`config.mk`:
```
export PLATFORM = sky130hd
export DESIGN_NAME = bipf_formatter
export DESIGN_NICKNAME = d
export VERILOG_FILES = /design/src/include/bipf_pkg.sv /design/src/design/bipf_formatter.sv
export SDC_FILE = /design/constraint.sdc
export NUM_CORES = 1
export LEC_CHECK = 0
export BUFFER_PORTS_ARGS = -buffer_cell sky130_fd_sc_hd__buf_2
export CAP_MARGIN = 25
export CELL_PAD_IN_SITES_DETAIL_PLACEMENT = 2
export CELL_PAD_IN_SITES_GLOBAL_PLACEMENT = 2
export CORE_AREA = 2 2 218 220
export CTS_BUF_LIST = sky130_fd_sc_hd__clkbuf_8
export CTS_CLUSTER_SIZE = 10
export DETAILED_ROUTE_END_ITERATION = 6
export DIE_AREA = 0 0 220 222
export PLACE_DENSITY = 0.84
export SETUP_SLACK_MARGIN = 0.02
export SLEW_MARGIN = 25
export SYNTH_ARGS = -nofsm -noshare
export SYNTH_HDL_FRONTEND = slang
export SYNTH_SLANG_ARGS = --single-unit
```
`constraint.sdc`:
```
create_clock -name pclk -period 11.1 [get_ports pclk]
set_input_delay 0.555 -clock pclk [delete_from_list [all_inputs] [get_ports pclk]]
set_output_delay 0.555 -clock pclk [all_outputs]
set_load 0.1 [all_outputs]
```
`src/include/bipf_pkg.sv`:
```
package bipf_pkg;

  // Port geometry
  localparam int unsigned BIPF_NPORTS = 11;
  localparam int unsigned BIPF_NIB    = 4;

  // Register byte offsets
  localparam logic [7:0] BIPF_OFS_CTRL   = 8'h00;
  localparam logic [7:0] BIPF_OFS_SENSE  = 8'h04;
  localparam logic [7:0] BIPF_OFS_FMT_A  = 8'h08;
  localparam logic [7:0] BIPF_OFS_FMT_B  = 8'h0C;
  localparam logic [7:0] BIPF_OFS_OUT_LO = 8'h10;
  localparam logic [7:0] BIPF_OFS_OUT_HI = 8'h14;
  localparam logic [7:0] BIPF_OFS_IN_ALO = 8'h18;
  localparam logic [7:0] BIPF_OFS_IN_AHI = 8'h1C;
  localparam logic [7:0] BIPF_OFS_IN_BLO = 8'h20;
  localparam logic [7:0] BIPF_OFS_IN_BHI = 8'h24;
  localparam logic [7:0] BIPF_OFS_STATUS = 8'h28;

  // Control register bits
  localparam int unsigned BIPF_CTRL_START_A = 0;
  localparam int unsigned BIPF_CTRL_START_B = 1;
  localparam int unsigned BIPF_CTRL_DIR_A   = 2;
  localparam int unsigned BIPF_CTRL_DIR_B   = 3;
  localparam int unsigned BIPF_CTRL_LOADDEF = 4;
  localparam int unsigned BIPF_CTRL_DUAL    = 5;

  // Sense register bits
  localparam int unsigned BIPF_SNS_HS    = 0;
  localparam int unsigned BIPF_SNS_DATA  = 1;
  localparam int unsigned BIPF_SNS_FUNC  = 2;
  localparam int unsigned BIPF_SNS_SIGN  = 3;
  localparam int unsigned BIPF_SNS_TRAIL = 4;
  localparam logic [4:0]  BIPF_SENSE_RST = 5'h00;

  // Format register field positions
  localparam int unsigned BIPF_FMT_MANT_LSB = 0;
  localparam int unsigned BIPF_FMT_EXP_LSB  = 4;
  localparam int unsigned BIPF_FMT_FUNC_LSB = 8;
  localparam int unsigned BIPF_FMT_DP_LSB   = 12;

  // Out/in high word field positions
  localparam int unsigned BIPF_HI_SIGN_LSB = 16;

  // Status register bits
  localparam int unsigned BIPF_ST_BUSY_LSB = 0;
  localparam int unsigned BIPF_ST_DONE_LSB = 2;
  localparam int unsigned BIPF_ST_FLAG_LSB = 4;
  localparam int unsigned BIPF_ST_SWITCH   = 6;

  // Digit count limits
  localparam logic [3:0] BIPF_MAX_MANT  = 4'hB;
  localparam logic [1:0] BIPF_MAX_EXP   = 2'h3;
  localparam logic [3:0] BIPF_MAX_FUNC  = 4'hB;
  localparam logic [4:0] BIPF_MAX_TOTAL = 5'h0B;

  // Single channel default format (channel A only)
  localparam logic [3:0] BIPF_STD_MANT = 4'h8;
  localparam logic [1:0] BIPF_STD_EXP  = 2'h1;
  localparam logic [3:0] BIPF_STD_FUNC = 4'h1;
  // Dual channel default format (same for A and B)
  localparam logic [3:0] BIPF_DUAL_MANT = 4'h4;
  localparam logic [1:0] BIPF_DUAL_EXP  = 2'h0;
  localparam logic [3:0] BIPF_DUAL_FUNC = 4'h1;

  // Per-channel handshake states
  typedef enum logic [1:0] {
    BIPF_IDLE = 2'b00,
    BIPF_TRIG = 2'b01,
    BIPF_BUSY = 2'b10
  } bipf_chan_st_t;

endpackage

```
`src/design/bipf_formatter.sv`:
```
// Added by the designer: the address map and register access over APB.
`timescale 1ns/1ns

// Behaviour
// - Positive sense: codes 0-9 digits, 10-15 symbols
// - Negative sense uses complemented nibble
// - Eleven bidirectional four-bit digit ports
// - Separate sign port: two signs per channel
// - Direction and trigger outputs per channel
// - Digit counts: mantissa 0-11, exponent 0-3, function 0-11
// - Total digits over eleven is rejected
// - Decimal point position held per channel
// - Per-group logic sense, leading/trailing edge handshake
// - Default format from switch or program
// - Switch zero: A gets 8 mantissa, exponent, function
// - Switch one: A and B get 4 mantissa, function
// - Floating-high port reads question mark or zero
// - Transfer starts by asserting the trigger true
// - Direction true means output, false means input
module bipf_formatter
  import bipf_pkg::*;
(
  // APB slave
  input  wire logic        pclk,
  input  wire logic        presetn,
  input  wire logic        psel,
  input  wire logic        penable,
  input  wire logic        pwrite,
  input  wire logic [7:0]  paddr,
  input  wire logic [31:0] pwdata,
  output logic      [31:0] prdata,
  output logic             pready,
  output logic             pslverr,
  // Reset-default strap
  input  wire logic        format_select_switch,
  // Digit ports
  input  wire logic [43:0] port_in,
  output logic      [43:0] port_out,
  output logic      [10:0] port_oe_n,
  // Sign port
  input  wire logic [3:0]  sign_port_in,
  output logic      [3:0]  sign_port_out,
  output logic      [3:0]  sign_port_oe_n,
  // Handshake lines
  output logic             direction_a,
  output logic             direction_b,
  output logic             trigger_a,
  output logic             trigger_b,
  input  wire logic        ready_flag_a,
  input  wire logic        ready_flag_b
);

  typedef struct packed {
    logic                 init;
    logic                 fmt_sw;
    logic [4:0]           sense;
    logic [1:0]           dir;
    logic [1:0][3:0]      mant;
    logic [1:0][1:0]      expn;
    logic [1:0][3:0]      func;
    logic [1:0][3:0]      dp;
    bipf_chan_st_t [1:0]  st;
    logic [1:0]           flag_prev;
    logic [1:0]           done;
    logic [43:0]          out_chars;
    logic [3:0]           out_signs;
    logic [1:0][43:0]     cap;
    logic [1:0][1:0]      cap_sign;
    logic [43:0]          port_out;
    logic [10:0]          port_oe_n;
    logic [3:0]           sign_out;
    logic [3:0]           sign_oe_n;
    logic [1:0]           trig_pin;
    logic [1:0]           dir_pin;
    logic [31:0]          prdata;
    logic                 pslverr;
  } bipf_state_t;

  localparam bipf_state_t BIPF_STATE_RST = '{
    sense: BIPF_SENSE_RST, port_oe_n: '1, sign_oe_n: '1, st: '{BIPF_IDLE, BIPF_IDLE},
    default: '0};

  bipf_state_t s_q;
  bipf_state_t s_d;

  // Same complement serves both directions, so one function codes and decodes
  function automatic logic [3:0] bipf_code(input logic [3:0] v, input logic neg);
    return neg ? ~v : v;
  endfunction

  function automatic logic [4:0] bipf_total(input logic [3:0] m, input logic [1:0] e,
                                            input logic [3:0] f);
    return 5'(m) + 5'(e) + 5'(f);
  endfunction

  // Field checks for a format write against the other channel's usage
  function automatic logic bipf_fmt_ok(input logic [31:0] w, input logic [4:0] other);
    logic [3:0] m;
    logic [1:0] e;
    logic [3:0] f;
    logic [3:0] p;
    m = w[BIPF_FMT_MANT_LSB +: 4];
    e = w[BIPF_FMT_EXP_LSB +: 2];
    f = w[BIPF_FMT_FUNC_LSB +: 4];
    p = w[BIPF_FMT_DP_LSB +: 4];
    return (m <= BIPF_MAX_MANT) && (e <= BIPF_MAX_EXP) && (f <= BIPF_MAX_FUNC)
        // Six bits so two full channels cannot wrap back under the limit
        && (6'(bipf_total(m, e, f)) + 6'(other) <= 6'(BIPF_MAX_TOTAL))
        && ((m == 4'h0) ? (p == 4'h0) : (p < m));
  endfunction

  logic [4:0]  tot_a;
  logic [4:0]  tot_b;
  logic [1:0]  flag_t;
  logic        setup;
  logic        wr_acc;
  logic        any_busy;

  assign tot_a    = bipf_total(s_q.mant[0], s_q.expn[0], s_q.func[0]);
  assign tot_b    = bipf_total(s_q.mant[1], s_q.expn[1], s_q.func[1]);
  assign flag_t   = {ready_flag_b, ready_flag_a} ^ {2{s_q.sense[BIPF_SNS_HS]}};
  assign setup    = psel & ~penable;
  assign wr_acc   = psel & penable & pwrite & ~s_q.pslverr;
  assign any_busy = (s_q.st[0] != BIPF_IDLE) | (s_q.st[1] != BIPF_IDLE);

  // Next-state logic for the whole block
  always_comb begin
    logic       load_def;
    logic       def_dual;
    logic [4:0] base;
    logic [4:0] ta;
    logic [4:0] tb;
    logic [4:0] off;
    logic [4:0] mx;
    logic       own_a;
    logic       own_b;
    logic       neg;
    logic       rise;
    logic       fall;
    logic       smp;
    logic [1:0] done_set;
    logic [1:0] done_clr;
    logic [1:0] start;
    int         p;
    load_def = 1'b0;
    def_dual = 1'b0;
    base     = '0;
    ta       = '0;
    tb       = '0;
    off      = '0;
    mx       = '0;
    own_a    = 1'b0;
    own_b    = 1'b0;
    neg      = 1'b0;
    rise     = 1'b0;
    fall     = 1'b0;
    smp      = 1'b0;
    done_set = '0;
    done_clr = '0;
    start    = '0;
    p        = 0;
    s_d      = s_q;

    // Strap is caught on the first clock after reset, never in the reset itself
    if (!s_q.init) begin
      s_d.init   = 1'b1;
      s_d.fmt_sw = format_select_switch;
      load_def   = 1'b1;
      def_dual   = format_select_switch;
    end

    // Read data and error are fixed in the setup phase so they come from flops
    if (setup) begin
      s_d.pslverr = 1'b0;
      s_d.prdata  = '0;
      unique case (paddr)
        BIPF_OFS_CTRL: begin
          s_d.prdata[BIPF_CTRL_DIR_A] = s_q.dir[0];
          s_d.prdata[BIPF_CTRL_DIR_B] = s_q.dir[1];
        end
        BIPF_OFS_SENSE: s_d.prdata[4:0] = s_q.sense;
        BIPF_OFS_FMT_A, BIPF_OFS_FMT_B: begin
          p = (paddr == BIPF_OFS_FMT_B) ? 1 : 0;
          s_d.prdata[BIPF_FMT_MANT_LSB +: 4] = s_q.mant[p];
          s_d.prdata[BIPF_FMT_EXP_LSB +: 2]  = s_q.expn[p];
          s_d.prdata[BIPF_FMT_FUNC_LSB +: 4] = s_q.func[p];
          s_d.prdata[BIPF_FMT_DP_LSB +: 4]   = s_q.dp[p];
          // Remapping ports under a live transfer would corrupt it
          if (pwrite) begin
            s_d.pslverr = any_busy | ~bipf_fmt_ok(pwdata, (p == 1) ? tot_a : tot_b);
          end
        end
        BIPF_OFS_OUT_LO: s_d.prdata = s_q.out_chars[31:0];
        BIPF_OFS_OUT_HI: begin
          s_d.prdata[11:0]                 = s_q.out_chars[43:32];
          s_d.prdata[BIPF_HI_SIGN_LSB +: 4] = s_q.out_signs;
        end
        BIPF_OFS_IN_ALO: s_d.prdata = s_q.cap[0][31:0];
        BIPF_OFS_IN_AHI: begin
          s_d.prdata[11:0]                 = s_q.cap[0][43:32];
          s_d.prdata[BIPF_HI_SIGN_LSB +: 2] = s_q.cap_sign[0];
        end
        BIPF_OFS_IN_BLO: s_d.prdata = s_q.cap[1][31:0];
        BIPF_OFS_IN_BHI: begin
          s_d.prdata[11:0]                 = s_q.cap[1][43:32];
          s_d.prdata[BIPF_HI_SIGN_LSB +: 2] = s_q.cap_sign[1];
        end
        BIPF_OFS_STATUS: begin
          s_d.prdata[BIPF_ST_BUSY_LSB]     = s_q.st[0] != BIPF_IDLE;
          s_d.prdata[BIPF_ST_BUSY_LSB + 1] = s_q.st[1] != BIPF_IDLE;
          s_d.prdata[BIPF_ST_DONE_LSB +: 2] = s_q.done;
          s_d.prdata[BIPF_ST_FLAG_LSB +: 2] = flag_t;
          s_d.prdata[BIPF_ST_SWITCH]        = s_q.fmt_sw;
        end
        default: s_d.pslverr = 1'b1;
      endcase
      // Read-only words refuse writes
      if (pwrite && (paddr >= BIPF_OFS_IN_ALO) && (paddr <= BIPF_OFS_IN_BHI)) begin
        s_d.pslverr = 1'b1;
      end
    end

    // Register writes take effect in the access phase
    if (wr_acc) begin
      unique case (paddr)
        BIPF_OFS_CTRL: begin
          start    = pwdata[BIPF_CTRL_START_B:BIPF_CTRL_START_A];
          s_d.dir  = pwdata[BIPF_CTRL_DIR_B:BIPF_CTRL_DIR_A];
          load_def = pwdata[BIPF_CTRL_LOADDEF] & ~any_busy;
          def_dual = pwdata[BIPF_CTRL_DUAL];
        end
        BIPF_OFS_SENSE: s_d.sense = pwdata[4:0];
        BIPF_OFS_FMT_A, BIPF_OFS_FMT_B: begin
          p = (paddr == BIPF_OFS_FMT_B) ? 1 : 0;
          s_d.mant[p] = pwdata[BIPF_FMT_MANT_LSB +: 4];
          s_d.expn[p] = pwdata[BIPF_FMT_EXP_LSB +: 2];
          s_d.func[p] = pwdata[BIPF_FMT_FUNC_LSB +: 4];
          s_d.dp[p]   = pwdata[BIPF_FMT_DP_LSB +: 4];
        end
        BIPF_OFS_OUT_LO: s_d.out_chars[31:0] = pwdata;
        BIPF_OFS_OUT_HI: begin
          s_d.out_chars[43:32] = pwdata[11:0];
          s_d.out_signs        = pwdata[BIPF_HI_SIGN_LSB +: 4];
        end
        BIPF_OFS_STATUS: done_clr = pwdata[BIPF_ST_DONE_LSB +: 2];
        default: ;
      endcase
    end

    // Default formats always fit in eleven ports
    if (load_def) begin
      s_d.dp = '0;
      if (def_dual) begin
        s_d.mant = {2{BIPF_DUAL_MANT}};
        s_d.expn = {2{BIPF_DUAL_EXP}};
        s_d.func = {2{BIPF_DUAL_FUNC}};
      end else begin
        s_d.mant = {4'h0, BIPF_STD_MANT};
        s_d.expn = {2'h0, BIPF_STD_EXP};
        s_d.func = {4'h0, BIPF_STD_FUNC};
      end
    end

    // Handshake per channel; a start while busy is dropped
    for (int c = 0; c < 2; c++) begin
      rise = flag_t[c] & ~s_q.flag_prev[c];
      fall = ~flag_t[c] & s_q.flag_prev[c];
      smp  = 1'b0;
      s_d.flag_prev[c] = flag_t[c];
      unique case (s_q.st[c])
        BIPF_IDLE: if (start[c]) s_d.st[c] = BIPF_TRIG;
        BIPF_TRIG: if (rise) begin
          smp = ~s_q.sense[BIPF_SNS_TRAIL];
          s_d.st[c] = BIPF_BUSY;
        end
        BIPF_BUSY: if (fall) begin
          smp = s_q.sense[BIPF_SNS_TRAIL];
          done_set[c] = 1'b1;
          s_d.st[c] = BIPF_IDLE;
        end
        default: s_d.st[c] = BIPF_IDLE;
      endcase
      // Capture packs nibbles from the channel's first port upward
      if (smp && !s_q.dir[c]) begin
        base = (c == 1) ? tot_a : 5'h00;
        ta   = (c == 1) ? tot_b : tot_a;
        mx   = 5'(s_q.mant[c]) + 5'(s_q.expn[c]);
        for (int k = 0; k < BIPF_NPORTS; k++) begin
          p = int'(base) + k;
          s_d.cap[c][BIPF_NIB*k +: BIPF_NIB] = 4'h0;
          if ((5'(k) < ta) && (p < BIPF_NPORTS)) begin
            neg = (5'(k) < mx) ? s_q.sense[BIPF_SNS_DATA] : s_q.sense[BIPF_SNS_FUNC];
            // A floating port reads all ones and decodes by sense
            s_d.cap[c][BIPF_NIB*k +: BIPF_NIB] =
              bipf_code(port_in[BIPF_NIB*p +: BIPF_NIB], neg);
          end
        end
        s_d.cap_sign[c] = sign_port_in[2*c +: 2] ^ {2{s_q.sense[BIPF_SNS_SIGN]}};
      end
    end

    // Done is sticky; a completion in the clearing cycle survives
    s_d.done = (s_q.done & ~done_clr) | done_set;

    // Pin drive follows the next configuration so it changes with it
    ta = bipf_total(s_d.mant[0], s_d.expn[0], s_d.func[0]);
    tb = bipf_total(s_d.mant[1], s_d.expn[1], s_d.func[1]);
    for (int i = 0; i < BIPF_NPORTS; i++) begin
      own_a = 5'(i) < ta;
      own_b = ~own_a & (5'(i) < ta + tb);
      off   = own_a ? 5'(i) : 5'(i) - ta;
      mx    = own_a ? 5'(s_d.mant[0]) + 5'(s_d.expn[0])
                    : 5'(s_d.mant[1]) + 5'(s_d.expn[1]);
      neg   = (off < mx) ? s_d.sense[BIPF_SNS_DATA] : s_d.sense[BIPF_SNS_FUNC];
      s_d.port_out[BIPF_NIB*i +: BIPF_NIB] =
        bipf_code(s_d.out_chars[BIPF_NIB*i +: BIPF_NIB], neg);
      // Unassigned ports are never driven
      s_d.port_oe_n[i] = ~((own_a & s_d.dir[0]) | (own_b & s_d.dir[1]));
    end
    s_d.sign_out  = s_d.out_signs ^ {4{s_d.sense[BIPF_SNS_SIGN]}};
    s_d.sign_oe_n = ~{{2{s_d.dir[1]}}, {2{s_d.dir[0]}}};
    s_d.trig_pin[0] = (s_d.st[0] == BIPF_TRIG) ^ s_d.sense[BIPF_SNS_HS];
    s_d.trig_pin[1] = (s_d.st[1] == BIPF_TRIG) ^ s_d.sense[BIPF_SNS_HS];
    s_d.dir_pin = s_d.dir ^ {2{s_d.sense[BIPF_SNS_HS]}};
  end

  // All state in one register
  always_ff @(posedge pclk or negedge presetn) begin
    if (!presetn) begin
      s_q <= BIPF_STATE_RST;
    end else begin
      s_q <= s_d;
    end
  end

  // Zero-wait slave: the access phase always completes
  assign pready         = penable;
  assign prdata         = s_q.prdata;
  assign pslverr        = s_q.pslverr & psel & penable;
  assign port_out       = s_q.port_out;
  assign port_oe_n      = s_q.port_oe_n;
  assign sign_port_out  = s_q.sign_out;
  assign sign_port_oe_n = s_q.sign_oe_n;
  assign trigger_a      = s_q.trig_pin[0];
  assign trigger_b      = s_q.trig_pin[1];
  assign direction_a    = s_q.dir_pin[0];
  assign direction_b    = s_q.dir_pin[1];

endmodule

```
# Word-level counts from Yosys, hierarchy flattened
# Index checks and enable logic that the tools add are counted.
# totals
ramBits	0
reg_bits	285
output_inout_bits	101
memories	0
elab_cells	541
latchBits	0
mem_bits_ro	0
inputBits	96
# op_classes
shift	11
n_bitwise	132
reduce_logical	35
n_lt_le_gt_ge	97
n_eq_ne	17
addsub	33
mux	185
mul	0
div_mod_pow	0
# ops
operator	n
44-bit by 9-bit indexed part select with 4-bit output	10
4-bit 2-to-1 mux	67
4-bit inverter	34
3-bit by 5-bit less-than comparator with 1-bit output (first input constant)	24
5-bit 2-to-1 mux	23
4-bit by 5-bit less-than comparator with 1-bit output (first input constant)	18
1-bit by 5-bit less-than comparator with 1-bit output (first input constant)	12
2-bit by 5-bit less-than comparator with 1-bit output (first input constant)	12
6-bit by 4-bit less-than comparator with 1-bit output (second input constant)	10
28-bit 2-to-1 mux	2
5-bit less-than comparator	11
1-bit 2-to-1 mux	51
48-bit 2-to-1 mux	1
1-bit AND	44
44-bit by 8-bit indexed part select with 4-bit output	1
12-bit one-hot mux with 3 select lines	1
34-bit 2-to-1 mux	1
32-bit by 2-bit == test with 1-bit output (second input constant)	1
8-bit by 5-bit == test with 1-bit output (second input constant)	4
32-bit 2-to-1 mux	1
1-bit inverter	31
2-bit 2-to-1 mux	15
4-bit one-hot mux with 7 select lines	1
4-bit by 2-bit adder with 5-bit output	5
other kinds (58)	130

# Depth between registers and ports, before layout
# Gate-level depths: netlist of run 1.
# logic_depth
word_depth	18
depth_mapped	31

# Least setup slack after synthesis of run 1
# OpenSTA, ideal clock, no wires.
# synth_timing
path_type	in2reg
start	input paddr[4]
end	register s_q (netlist bit port_out[32])
setup_time_ps	133
path_slack_ps	3536
arrival_ps	7431
required_ps	10967
stages	26
path_cell_list	or4_1 -> buf_2 -> or4_4 -> nand2_1 -> clkbuf_1 -> clkbuf_1 -> a21oi_1 -> ha_1 -> fa_1 -> clkbuf_1 -> inv_1 -> fa_1 -> xnor2_1 -> inv_1 -> ha_1 -> clkbuf_1 -> nor2b_1 -> nand2_1 -> nand2_1 -> mux2i_1 -> ha_1 -> a21o_1 -> a21o_1 -> a221o_1 -> mux2i_4 -> xor2_1
# synth_rtl
item	line	rtl
start, declared	bipf_formatter.sv:29	input wire logic [7:0] paddr,
end signal, assigned	bipf_formatter.sv:330	s_q <= BIPF_STATE_RST;
end signal, assigned	bipf_formatter.sv:332	s_q <= s_d;
end, declared	bipf_formatter.sv:83	bipf_state_t s_q;

==> results of run 1 <==
## layout make-up
cell class	count	area share, %
antenna	1	0.0118
clock buffer	63	4.07
clock inverter	29	0.823
inverter	58	1.02
multi-input combinational	1484	51.2
sequential	283	33.3
tap	607	3.57
timing repair buffer	231	5.94
## registers in the layout, summed over array words and instances, names as in the netlist
| signal | cells |
|---|---|
| s_q | 186 |
| sign_port_out | 4 |
| sign_port_oe_n | 2 |
| trigger_a | 1 |
| port_oe_n | 11 |
| port_out | 44 |
| direction_a | 1 |
| direction_b | 1 |
| trigger_b | 1 |
| prdata | 32 |
## worst max-delay path: cells and delay by family (launching register included)
| family | cells | cell delay [ns] |
|---|---|---|
| AOI/OAI and AO/OA | 6 | 1.30 |
| DFF | 1 | 0.44 |
| xor gates and xnor gates | 1 | 0.22 |
| muxes | 2 | 1.19 |
| and+or+nand+nor | 8 | 3.13 |
| adders and majority gates | 4 | 1.87 |
| buffers and inverters | 1 | 0.19 |
## worst min-delay path by stage
stage | startpoint | end
2_1_floorplan | presetn | direction_a$_DFF_PN0_
3_3_place_gp | prdata[10]$_DFFE_PN0P_ | prdata[10]$_DFFE_PN0P_
3_5_place_dp | prdata[30]$_DFFE_PN0P_ | prdata[30]$_DFFE_PN0P_
4_1_cts | pwdata[27] | s_q[223]$_DFF_PN0_
5_1_grt | pwdata[21] | s_q[217]$_DFF_PN0_
6_report | pwdata[27] | s_q[223]$_DFF_PN0_
## power groups by stage
stage | sequential (W) | combinational (W) | clock [W]
floorplan | 0.00107 | 0.000344 | 0
global placement | 0.00107 | 0.000504 | 0
detailed placement | 0.00107 | 0.000530 | 0
CTS | 0.00105 | 0.000539 | 0.00106
global route | 0.00105 | 0.000585 | 0.00110
finish | 0.00105 | 0.000550 | 0.00104
## metrics by stage
step / hold slack, ns / total power, W / area (sq um)
after global placement: 0.453 / 0.00157 / 20200
after floorplan: 0.259 / 0.00141 / 19300
after detailed placement: 0.472 / 0.00160 / 20200
after global routing: 0.154 / 0.00273 / 21300
final: 0.180 / 0.00265 / 21300
after CTS: 0.147 / 0.00265 / 21300
## cells by family (layout without fill, tap and decap cells)
kind of cell / count (synthesis) / count (layout) / synth area share (%)
buffers and inverters: 255 / 381 / 6.89
adder cells (fa/ha/maj): 120 / 120 / 8.43
XOR/XNOR: 177 / 177 / 8.06
multiplexers: 163 / 163 / 9.49
flip-flops: 283 / 283 / 36.9
AO/OA/AOI/OAI: 546 / 546 / 19.0
other: 2 / 10 / 0.0390
AND/OR/NAND/NOR: 469 / 469 / 11.2
## per-layer routing
metal | up-vias | GRT usage, %
met5 | - | 0
met4 | 4 | 14.7
met3 | 218 | 5.06
met2 | 737 | 57.3
met1 | 9047 | 44.3
li1 | 7353 | -
## placed cells by master, fill, tap and decap left out, types with 13 or more instances in the layout
cell type and instances:
nor3_1 22, ha_1 103, inv_1 69, nor2_1 136
dfrtp_1 270, xnor2_1 93, nand3_1 44, xor2_1 82
buf_2 195, nand2_1 168, nor2b_1 15, a222oi_1 22
buf_4 32, dfstp_2 13, clkbuf_8 63, mux2_2 53
a221oi_1 22, a211oi_1 13, fa_1 15, nand4_1 14
mux2i_1 99, a31oi_1 29, a21o_1 42, a22oi_1 24
a21oi_1 140, o21ai_0 113, a22o_1 84
## what timing repair did
item	in CTS	in global routing
gates resized for setup	0	0
hold endpoints to repair	66	0
hold buffers	1	0
==> load_flow_metrics.sql, run 1 <==
INSERT INTO impl_metrics (metric_group, metric, value, unit) VALUES
('outcome', 'outcome', 'finished with violations', ''),
('outcome', 'violated_checks', 'design-rule violations', ''),
('layout', 'layout.cells.non_filler', '2756', ''),
('pwr', 'cellPowerDensity', '124', 'nW/um^2'),
('worst_setup_path', 'worstSetupPathType', 'reg2reg', ''),
('place', 'port_buffers', '196', ''),
('pwr', 'pwr-share-seq', '39.8', '%'),
('detailed_routing', 'drt-pass1-iter-count', '7', ''),
('worst_setup_path', 'max_stage_delay', '0.89', 'ns'),
('detailed_routing', 'met3RoutedLength', '5250', 'microns'),
('floorplan', 'rows', '79', ''),
('detailed_routing', 'drt_iter0_drc', '1638', ''),
('detailed_routing', 'detail_route.drc_violations', '1', ''),
('worst_setup_path', 'crit_path_top_delay_cell', 'mux2i_1', ''),
('timing', 'worst_slew_margin_rel', '24.6', '%'),
('floorplan', 'top_level_ports', '197', ''),
('floorplan', 'die_w', '220', 'microns'),
('synth', 'synth_warnings', '0', ''),
('synth', 'synth_top_flop_cell', 'dfrtp_1', ''),
('place', 'globalplace.congestion', '0.942', ''),
('clock_network', 'ctsHtreeMaxLevel', '2', ''),
('worst_setup_path', 'worst_r2r_path_depth', '22', ''),
('clock_network', 'tritoncts_num_sinks', '283', ''),
('place', 'pre_cts_ws', '2.68', 'ns'),
('worst_setup_path', 'worstReg2RegEnd', 'port_out[20]$_DFF_PN0_', ''),
('global_route', 'grt_first_pass_wirelength', '125000', 'microns'),
('pwr', 'internal_power', '0.00175', 'W'),
('floorplan', 'dieArea', '48800', 'sq um'),
('global_route', 'grt.total_usage', '34.4', '%'),
('clock_network', 'clockBufferDepth', '3', ''),
('synth', 'ys_seq_elements', '283', ''),
('timing', 'finalWorstPathRequiredPeriod', '8.57', 'ns'),
('detailed_routing', 'dr.max_layer_used', 'met5', ''),
('global_route', 'grt_start_max_net_pins', '79', ''),
('layout', 'post_layout_net_count', '2325', ''),
('min_path', 'min_delay_path_depth', '2', ''),
('layout', 'num-fill-cells', '4938', ''),
('detailed_routing', 'met1_length', '34300', 'microns'),
('min_path', 'hold_class', 'in2reg', ''),
('detailed_routing', 'detailroute.via_count', '17400', ''),
('timing', 'grt_setup_unrepaired', 'false', ''),
('timing', 'finalMaxSlewViolations', '0', ''),
('timing', 'finalCritPeriodShare', '77.2', '%'),
('synth', 'most_frequent_cell_after_synthesis', 'dfrtp_1', ''),
('pwr', 'switching_power_share_of_the_total', '33.7', '%'),
('detailed_routing', 'routed_wirelength', '84300', 'microns'),
('timing', 'totalNegativeSetupSlack', '0', 'ns'),
('worst_setup_path', 'worstSetupStartpoint', 's_q[0]$_DFFE_PN0P_', ''),
('synth', 'dominant_cell_type_by_area_after_synthesis', 'dfrtp_1', ''),
('synth', 'netlist_top_cells_area', 'dfrtp_1 (35%), ha_1 (6.8%), mux2i_1 (5.1%)', ''),
('floorplan', 'core_area', '46300', 'sq um'),
('clock_network', 'clk-insertion-delay-late', '0.66', 'ns'),
('synth', 'synth_edf_count', '0', ''),
('floorplan', 'initial_core_util', '41.6', '%'),
('worst_setup_path', 'setup.worst_path.end_class', 'flop', ''),
('pwr', 'power.share.combinational', '20.8', '%'),
('global_route', 'antenna_found_initial', '2', ''),
('timing', 'hold_viol', '0', ''),
('layout', 'areaGrowthSynthToFinish', '10.6', '%'),
('worst_setup_path', 'critical_path.endpoint', 'port_out[20]$_DFF_PN0_', ''),
('worst_setup_path', 'worst_ep_arrival_time', '9.03', 'ns'),
('worst_setup_path', 'crit_path_cells', 'nand4b_1 -> or4_4 -> nand2_1 -> a21oi_1 -> ha_1 -> fa_1 -> inv_1 -> fa_1 -> nor2b_1 -> o21ai_0 -> nor2b_1 -> nor3_4 -> o21ai_2 -> nor2_1 -> mux2i_1 -> ha_1 -> a21o_1 -> a21oi_1 -> nand3_1 -> a31oi_1 -> mux2i_1 -> xor2_1', ''),
('worst_setup_path', 'reg2reg_slack', '2.53', 'ns'),
('synth', 'postSynthAreaPerCell', '9.55', 'sq um'),
('timing', 'timing_worst_slew_pin_value', '1.12', 'ns'),
('clock_network', 'clk_pin_slew', '0.06', 'ns'),
('clock_network', 'postCtsSetupBuffers', '0', ''),
('synth', 'syn_inst', '2015', ''),
('pwr', 'vdd_drop_max', '0.105', 'mV'),
('synth', 'netlist.area_leader.share', '35.1', '%'),
('global_route', 'grt_overflow_total', '0', '');
Power figures use the tool's default switching activity.
==> run 2: changes to the inputs <==
ABC_AREA = 1   (was not set)
CORE_AREA = 2 2 254 256   (was 2 2 218 220)
DIE_AREA = 0 0 256 258   (was 0 0 220 222)
PLACE_DENSITY = 0.75   (was 0.84)
clock period = 7.85 ns   (was 11.1 ns; I/O delays follow)
==> run 2 against run 1 <==
Compared with the run above:
- the run now ends clean
- clock power rose by 54%
- design area rose by 6.9%
- routed wire length rose by 16%
- power rose by 86%
- combinational power rose to 3.1 times the previous value
- sequential power rose by 50%
- utilization fell by 10 points
- via count rose by 17%
- cell count rose by 36%
- clock skew rose by 0.037 ns
- critical path type unchanged
- largest power group is now combinational cells
==> load_flow_metrics.sql, run 2 <==
INSERT INTO impl_metrics (metric_group, metric, value, unit) VALUES
('timing', 'layout_setup_ws', '0.683', 'ns'),
('synth', 'synth-async-reset-ratio', '100', '%'),
('global_route', 'grt.total_usage', '29.3', '%'),
('timing', 'timing_worst_slew_pin_value', '0.969', 'ns'),
('floorplan', 'top_level_ports', '197', ''),
('pwr', 'power.leakage', '11.6', 'nW'),
('timing', 'totalNegativeSetupSlack', '0', 'ns'),
('timing', 'grt_setup_unrepaired', 'false', ''),
('pwr', 'netSwitchingPower', '0.00213', 'W'),
('global_route', 'grt_overflow_total', '0', ''),
('timing', 'worst_slew_margin_rel', '35.2', '%'),
('pwr', 'vdd_drop_max', '0.121', 'mV'),
('floorplan', 'die_height', '258', 'microns'),
('detailed_routing', 'detail_route.drc_violations', '0', ''),
('worst_setup_path', 'worst_ep_arrival_time', '7.78', 'ns'),
('min_path', 'hold_class', 'in2reg', ''),
('outcome', 'outcome', 'finished, final reports clean', ''),
('detailed_routing', 'drt-pass1-iter-count', '5', ''),
('detailed_routing', 'detailroute.via_count', '20300', ''),
('floorplan', 'core_area', '63600', 'sq um'),
('place', 'port_buffers', '196', ''),
('timing', 'finalHoldWorstSlack', '0.0448', 'ns'),
('timing', 'finalCritPeriodShare', '91.3', '%'),
('floorplan', 'initial_core_util', '31.5', '%'),
('detailed_routing', 'avgViaCountPerCell', '5.41', ''),
('synth', 'syn_inst', '2712', ''),
('clock_network', 'cts_made_buffers', '56', ''),
('synth', 'netlist_top_cells_area', 'dfrtp_1 (34%), nand2_1 (11%), o21ai_0 (7.6%)', ''),
('synth', 'synth_warnings', '0', ''),
('place', 'pre_cts_ws', '0.386', 'ns'),
('synth', 'synth_adder_area_share', '8.08', '%'),
('layout', 'mostFrequentLayoutCells', 'nand2_1 (601), inv_1 (392), o21ai_0 (301)', ''),
('synth', 'postSynthAreaPerCell', '7.40', 'sq um'),
('clock_network', 'tritoncts', 'yes', ''),
('detailed_routing', 'drt_iter0_drc', '1149', ''),
('global_route', 'first_global_vias', '22500', ''),
('clock_network', 'cts_root_buffer', 'clkbuf_8', ''),
('synth', 'netlist.area_leader.share', '33.7', '%'),
('worst_setup_path', 'worstSetupPathType', 'reg2reg', ''),
('synth', 'synth_compound_area_share', '17.7', '%'),
('place', 'post-dp-hpwl', '75900', 'microns'),
('worst_setup_path', 'critical_path.max_fanout', '18', ''),
('clock_network', 'postCtsSetupBuffers', '0', ''),
('clock_network', 'tritoncts_num_sinks', '283', ''),
('timing', 'finalSetupViolCount', '0', ''),
('synth', 'synth-xor-area-share', '4.88', '%'),
('timing', 'fmax', '140', 'MHz'),
('clock_network', 'clk_pin_slew', '0.06', 'ns'),
('floorplan', 'dieArea', '66000', 'sq um'),
('layout', 'areaGrowthSynthToFinish', '13.4', '%'),
('floorplan', 'die_w', '256', 'microns'),
('pwr', 'cellPowerDensity', '216', 'nW/um^2'),
('detailed_routing', 'number_of_routed_nets_with_antenna_violations', '0', ''),
('worst_setup_path', 'crit_required', '8.46', 'ns'),
('timing', 'fin_skew', '0.0655', 'ns'),
('detailed_routing', 'detail_routed_net_length_per_standard_cell', '26.0', 'microns'),
('floorplan', 'rows', '93', ''),
('synth', 'synth_edf_count', '0', ''),
('pwr', 'switching_power_share_of_the_total', '43.5', '%'),
('layout', 'largest-register', 's_q', ''),
('worst_setup_path', 'setup.worst_path.end_class', 'flop', ''),
('global_route', 'antenna_found_initial', '2', ''),
('layout', 'largest_reg_flops', '186', ''),
('global_route', 'grt_first_pass_wirelength', '146000', 'microns'),
('pwr', 'pwr-share-seq', '32.2', '%'),
('pwr', 'power.share.combinational', '35.1', '%'),
('timing', 'hold_viol', '0', ''),
('pwr', 'power_frac_clock', '32.7', '%'),
('synth', 'synth-seq-area-share', '35.4', '%'),
('place', 'globalplace.congestion', '0.933', ''),
('worst_setup_path', 'max_stage_delay', '0.54', 'ns'),
('layout', 'layout-drive-gt1-share', '13.4', '%'),
('clock_network', 'clk-insertion-delay-late', '0.70', 'ns'),
('synth', 'synth.top_cells.by_count', 'nand2_1 (602), inv_1 (373), o21ai_0 (303)', ''),
('synth', 'synth_top_family_by_area', 'simple AND/OR/NAND/NOR gates', ''),
('synth', 'dominant_cell_type_by_area_after_synthesis', 'dfrtp_1', ''),
('synth', 'synth_top_flop_cell', 'dfrtp_1', ''),
('synth', 'ys_seq_elements', '283', ''),
('clock_network', 'ctsHtreeMaxLevel', '2', ''),
('timing', 'finalMaxSlewViolations', '0', ''),
('run', 'drv_cap', '0', ''),
('layout', 'layout_commonest_cell', 'nand2_1', ''),
('synth', 'most_frequent_cell_after_synthesis', 'nand2_1', ''),
('worst_setup_path', 'path_common_cell', 'nand2_1', ''),
('detailed_routing', 'routed_wirelength', '97500', 'microns'),
('layout', 'post_layout_net_count', '3064', ''),
('worst_setup_path', 'worstSetupStartpointType', 'flop', ''),
('pwr', 'internal_power', '0.00277', 'W'),
('synth', 'synth_area', '20100', 'sq um'),
('worst_setup_path', 'crit_path_top_delay_cell', 'a211oi_1', ''),
('synth', 'fraction_of_synthesized_area_in_multiplexers', '0.150', '%'),
('clock_network', 'clockBufferDepth', '3', ''),
('global_route', 'grt_start_max_net_pins', '150', ''),
('synth', 'yosysUniqueCellTypes', '68', ''),
('timing', 'finalWorstPathRequiredPeriod', '7.17', 'ns'),
('synth', 'synth_simple_gate_area_share', '21.2', '%');
run 2: changes by cell type after synthesis, sizes merged, moves of 71 or more:
cell,previous run,this run
nand3,44,161
o21ai,122,324
o22ai,5,95
xnor2,95,24
nand2,168,618
a22o,84,0
mux2i,102,3
inv,55,379
run 2: what timing repair did:
action / 4_1_cts / 5_1_grt
setup endpoints to repair: 0 / 4
endpoints found under the hold margin: 79 / 0
gates resized for setup: 0 / 1
hold buffers: 11 / 0
run 2: layout make-up:
| type | instances | area [sq um] |
|---|---|---|
| flip-flops and latches | 283 | 7100 |
| fillers | 7537 | 40900 |
| clock buffers | 69 | 950 |
| clock inverters | 31 | 221 |
| repair buffers | 255 | 1490 |
| inverters | 388 | 1460 |
| well taps | 855 | 1070 |
| multi-input cells | 1864 | 10500 |
| diodes | 2 | 5.00 |
run 2: worst max-delay path, delay by kind of cell (launching register included):
kind / cells / cell delay [ns]
AO/OA/AOI/OAI: 6 / 1.43
adder cells (fa/ha/maj): 4 / 1.35
flip-flops: 1 / 0.36
AND/OR/NAND/NOR: 12 / 2.16
XOR/XNOR: 2 / 0.54
buffers and inverters: 8 / 1.25
run 2: power by group through the flow:
stage | sequential (W) | combinational [W] | clock [W]
after floorplan | 0.00159 | 0.00133 | 0
after global placement | 0.00161 | 0.00165 | 0
after detailed placement | 0.00161 | 0.00170 | 0
after CTS | 0.00158 | 0.00172 | 0.00165
after global routing | 0.00159 | 0.00184 | 0.00171
final | 0.00158 | 0.00172 | 0.00160
run 2: per-layer routing:
layer  track usage, %  share of wire, %  routed length, microns
met5                0                 0                       0
met4             13.0               4.8                    4710
met3             3.83               4.3                    4230
met2             50.9                48                   47100
met1             36.3                42                   41400
run 2: kinds of logic (layout without fill, tap and decap cells):
| logic type | count (synthesis) | in the layout |
|---|---|---|
| AND/OR/NAND/NOR | 1005 | 1005 |
| AO/OA/AOI/OAI | 616 | 616 |
| buffers and inverters | 572 | 743 |
| flip-flops | 283 | 283 |
| adder cells (fa/ha/maj) | 120 | 120 |
| XOR/XNOR | 111 | 111 |
| multiplexers | 3 | 3 |
| other | 2 | 11 |
run 2: metrics by stage:
| step | cell area [sq um] | instances | utilization (%) | power, W |
|---|---|---|---|---|
| after floorplan | 20100 | 2719 | - | 0.00292 |
| after global placement | 21400 | 3632 | 33.7 | 0.00326 |
| after detailed placement | 21500 | 3633 | 33.7 | 0.00331 |
| after CTS | 22700 | 3744 | 35.7 | 0.00495 |
| after global routing | 22800 | 3745 | 35.8 | 0.00514 |
| final | 22800 | 3747 | 35.8 | 0.00491 |
run 2: worst paths after layout:
path                                             start                      to  slack [ns]  depth (start not counted)
worst min register to register  prdata[29]$_DFFE_PN0P_  prdata[29]$_DFFE_PN0P_        0.48                          2
worst min-delay path                   sign_port_in[2]    s_q[102]$_DFFE_PN0P_        0.04                          3
min in group asynchronous                      presetn    s_q[182]$_DFFE_PN0P_        0.28                          2
worst max register to register      s_q[0]$_DFFE_PN0P_   port_out[6]$_DFF_PN0_        0.68                         32
max in group asynchronous                      presetn      s_q[256]$_DFF_PN0_        6.18                          3
worst max-delay path                s_q[0]$_DFFE_PN0P_   port_out[6]$_DFF_PN0_        0.68                         32
==> run 3: changes to the inputs <==
RECOVER_POWER = 25   (was not set)
==> run 3 against run 2 <==
Compared with the run above:
- largest cell class unchanged
- non-clock buffer count stayed put
- the run now ends with max-capacitance violations, max-slew violations left
- clock-buffer cell count stayed put
- sequential share of layout area hardly changed
==> load_flow_metrics.sql, run 3 (synthesis gave the netlist of run 2 again) <==
INSERT INTO impl_metrics (metric_group, metric, value, unit) VALUES
('outcome', 'outcome', 'finished with violations', ''),
('outcome', 'violated_checks', 'max-capacitance violations, max-slew violations', ''),
('layout', 'multi_input_comb_area', '10500', 'sq um'),
('clock_network', 'tritoncts', 'yes', ''),
('place', 'post-dp-hpwl', '75900', 'microns'),
('clock_network', 'cts_root_buffer', 'clkbuf_8', ''),
('pwr', 'power.leakage', '11.6', 'nW'),
('detailed_routing', 'number_of_routed_nets_with_antenna_violations', '0', ''),
('global_route', 'grt_first_pass_wirelength', '146000', 'microns'),
('timing', 'grt_setup_unrepaired', 'false', ''),
('global_route', 'grt_start_max_net_pins', '150', ''),
('global_route', 'antenna_found_initial', '2', ''),
('timing', 'worst_slew_margin_rel', '-180', '%'),
('worst_setup_path', 'worstSetupStartpointType', 'flop', ''),
('pwr', 'power.share.combinational', '35.1', '%'),
('layout', 'num-fill-cells', '7538', ''),
('timing', 'finalMaxSlewViolations', '137', ''),
('worst_setup_path', 'timing.critical_path.max_delay_family', 'simple AND/OR/NAND/NOR gates', ''),
('layout', 'layout-drive-gt1-share', '13.3', '%'),
('pwr', 'vdd_drop_max', '0.121', 'mV'),
('layout', 'layout_commonest_cell', 'nand2_1', ''),
('floorplan', 'die_height', '258', 'microns'),
('pwr', 'internal_power', '0.00277', 'W'),
('layout', 'final-seq-area', '7100', 'sq um'),
('clock_network', 'tritoncts_num_sinks', '283', ''),
('timing', 'fmax', '140', 'MHz'),
('timing', 'totalNegativeSetupSlack', '0', 'ns'),
('layout', 'largest-register', 's_q', ''),
('layout', 'areaGrowthSynthToFinish', '13.3', '%'),
('place', 'port_buffers', '196', ''),
('timing', 'finalCritPeriodShare', '91.0', '%'),
('worst_setup_path', 'worst_ep_arrival_time', '7.75', 'ns'),
('min_path', 'hold_class', 'in2reg', ''),
('worst_setup_path', 'path_common_cell', 'nand2_1', ''),
('clock_network', 'clockBufferDepth', '3', ''),
('worst_setup_path', 'crit_path_top_delay_cell', 'a211oi_1', ''),
('detailed_routing', 'detail_route.drc_violations', '0', ''),
('global_route', 'first_global_vias', '22500', ''),
('clock_network', 'cts_made_buffers', '56', ''),
('worst_setup_path', 'setup.worst_path.end_class', 'flop', ''),
('floorplan', 'core_area', '63600', 'sq um'),
('place', 'numPlacedInstances', '3633', ''),
('timing', 'timing_worst_slew_pin_value', '4.20', 'ns'),
('layout', 'layout.cells.non_filler', '3747', ''),
('floorplan', 'dieArea', '66000', 'sq um'),
('floorplan', 'die_w', '256', 'microns'),
('worst_setup_path', 'critical_path.max_fanout', '18', ''),
('layout', 'finalCoreUtilization', '35.7', '%'),
('timing', 'finalSetupViolCount', '0', ''),
('timing', 'finalWorstPathRequiredPeriod', '7.14', 'ns'),
('clock_network', 'clk_pin_slew', '0.06', 'ns'),
('place', 'globalplace.congestion', '0.933', ''),
('worst_setup_path', 'max_stage_delay', '0.55', 'ns'),
('layout', 'mostFrequentLayoutCells', 'nand2_1 (602), inv_1 (392), o21ai_0 (301)', ''),
('pwr', 'pwr-share-seq', '32.2', '%'),
('global_route', 'grt_overflow_total', '0', ''),
('timing', 'hold_viol', '0', ''),
('detailed_routing', 'avgViaCountPerCell', '5.41', ''),
('floorplan', 'initial_core_util', '31.5', '%'),
('clock_network', 'ctsHtreeMaxLevel', '2', ''),
('place', 'pre_cts_ws', '0.386', 'ns'),
('layout', 'largest_reg_flops', '186', ''),
('detailed_routing', 'drt_iter0_drc', '1154', ''),
('global_route', 'grt.total_usage', '29.3', '%'),
('clock_network', 'clk-insertion-delay-late', '0.70', 'ns'),
('worst_setup_path', 'worstSetupPathType', 'reg2reg', ''),
('floorplan', 'rows', '93', ''),
('layout', 'post_layout_net_count', '3064', ''),
('pwr', 'switching_power_share_of_the_total', '43.5', '%'),
('worst_setup_path', 'crit_required', '8.46', 'ns'),
('pwr', 'power_frac_clock', '32.7', '%'),
('pwr', 'cellPowerDensity', '216', 'nW/um^2'),
('timing', 'fin_skew', '0.0639', 'ns'),
('detailed_routing', 'routed_wirelength', '97400', 'microns'),
('worst_setup_path', 'number_of_buffers_and_inverters_on_the_critical_path', '8', ''),
('detailed_routing', 'drt-pass1-iter-count', '5', ''),
('detailed_routing', 'detailroute.via_count', '20300', ''),
('run', 'drv_cap', '2', ''),
('floorplan', 'top_level_ports', '197', ''),
('detailed_routing', 'detail_routed_net_length_per_standard_cell', '26.0', 'microns'),
('pwr', 'netSwitchingPower', '0.00213', 'W'),
('clock_network', 'postCtsSetupBuffers', '0', ''),
('timing', 'layout_setup_ws', '0.709', 'ns');
## run 3: changes by cell type in the layout (fill, tap and decap cells not counted), sizes merged
cell | previous run | this run
buf | 244 | 241
clkbuf | 69 | 72
## run 3: final timing paths
check	from	endpoint	slack, ns	cells past startpoint
min reg2reg	prdata[24]$_DFFE_PN0P_	prdata[24]$_DFFE_PN0P_	0.48	2
min	pwdata[7]	s_q[235]$_DFF_PN0_	0.05	3
max	s_q[0]$_DFFE_PN0P_	port_out[6]$_DFF_PN0_	0.71	32
max in group asynchronous	presetn	s_q[261]$_DFF_PN0_	2.66	3
max reg2reg	s_q[0]$_DFFE_PN0P_	port_out[6]$_DFF_PN0_	0.71	32
min in group asynchronous	presetn	s_q[182]$_DFFE_PN0P_	1.75	2
## run 3: routing by layer
metal / global-route usage [%] / wire length [microns] / vias up
li1: - / - / 9096
met1: 36.3 / 41300 / 10400
met2: 50.9 / 47300 / 574
met3: 3.83 / 4200 / 199
met4: 13.0 / 4610 / 0
met5: 0 / 0 / -
## run 3: per-stage QoR
step / power [W] / area [sq um] / hold slack, ns
3_5_place_dp: 0.00331 / 21500 / 0.405
4_1_cts: 0.00495 / 22700 / 0.000885
3_3_place_gp: 0.00326 / 21400 / 0.400
6_report: 0.00491 / 22700 / 0.0485
2_1_floorplan: 0.00292 / 20100 / 0.0969
5_1_grt: 0.00514 / 22700 / 0.0465
## run 3: layout make-up
cell class                      count  share of cell area (%)
Clock buffer                       69                    4.17
Tap cell                          855                    4.70
Clock inverter                     31                   0.974
Multi-Input combinational cell   1864                    46.0
Inverter                          388                    6.41
Antenna cell                        2                  0.0220
Timing Repair Buffer              255                    6.50
Sequential cell                   283                    31.2
## run 3: repair_timing
| action | in CTS | in global routing |
|---|---|---|
| hold buffers | 11 | 0 |
| setup endpoints to repair | 0 | 4 |
| gates resized for setup | 0 | 1 |
| endpoints found under the hold margin | 79 | 0 |
## run 3: worst register-to-register path: cells and delay by family, from the launching register on
kind                       cells  cell delay (ns)
and+or+nand+nor               12             2.13
xor gates and xnor gates       2             0.54
DFF                            1             0.36
buffers and inverters          8             1.28
AOI/OAI and AO/OA              6             1.44
adders and majority gates      4             1.35
## run 3: power groups by stage
stage | Combinational (W) | Sequential [W] | Clock (W)
final | 0.00172 | 0.00158 | 0.00160
after global routing | 0.00184 | 0.00159 | 0.00171
after CTS | 0.00172 | 0.00158 | 0.00165
after detailed placement | 0.00170 | 0.00161 | 0
after global placement | 0.00165 | 0.00161 | 0
after floorplan | 0.00133 | 0.00159 | 0
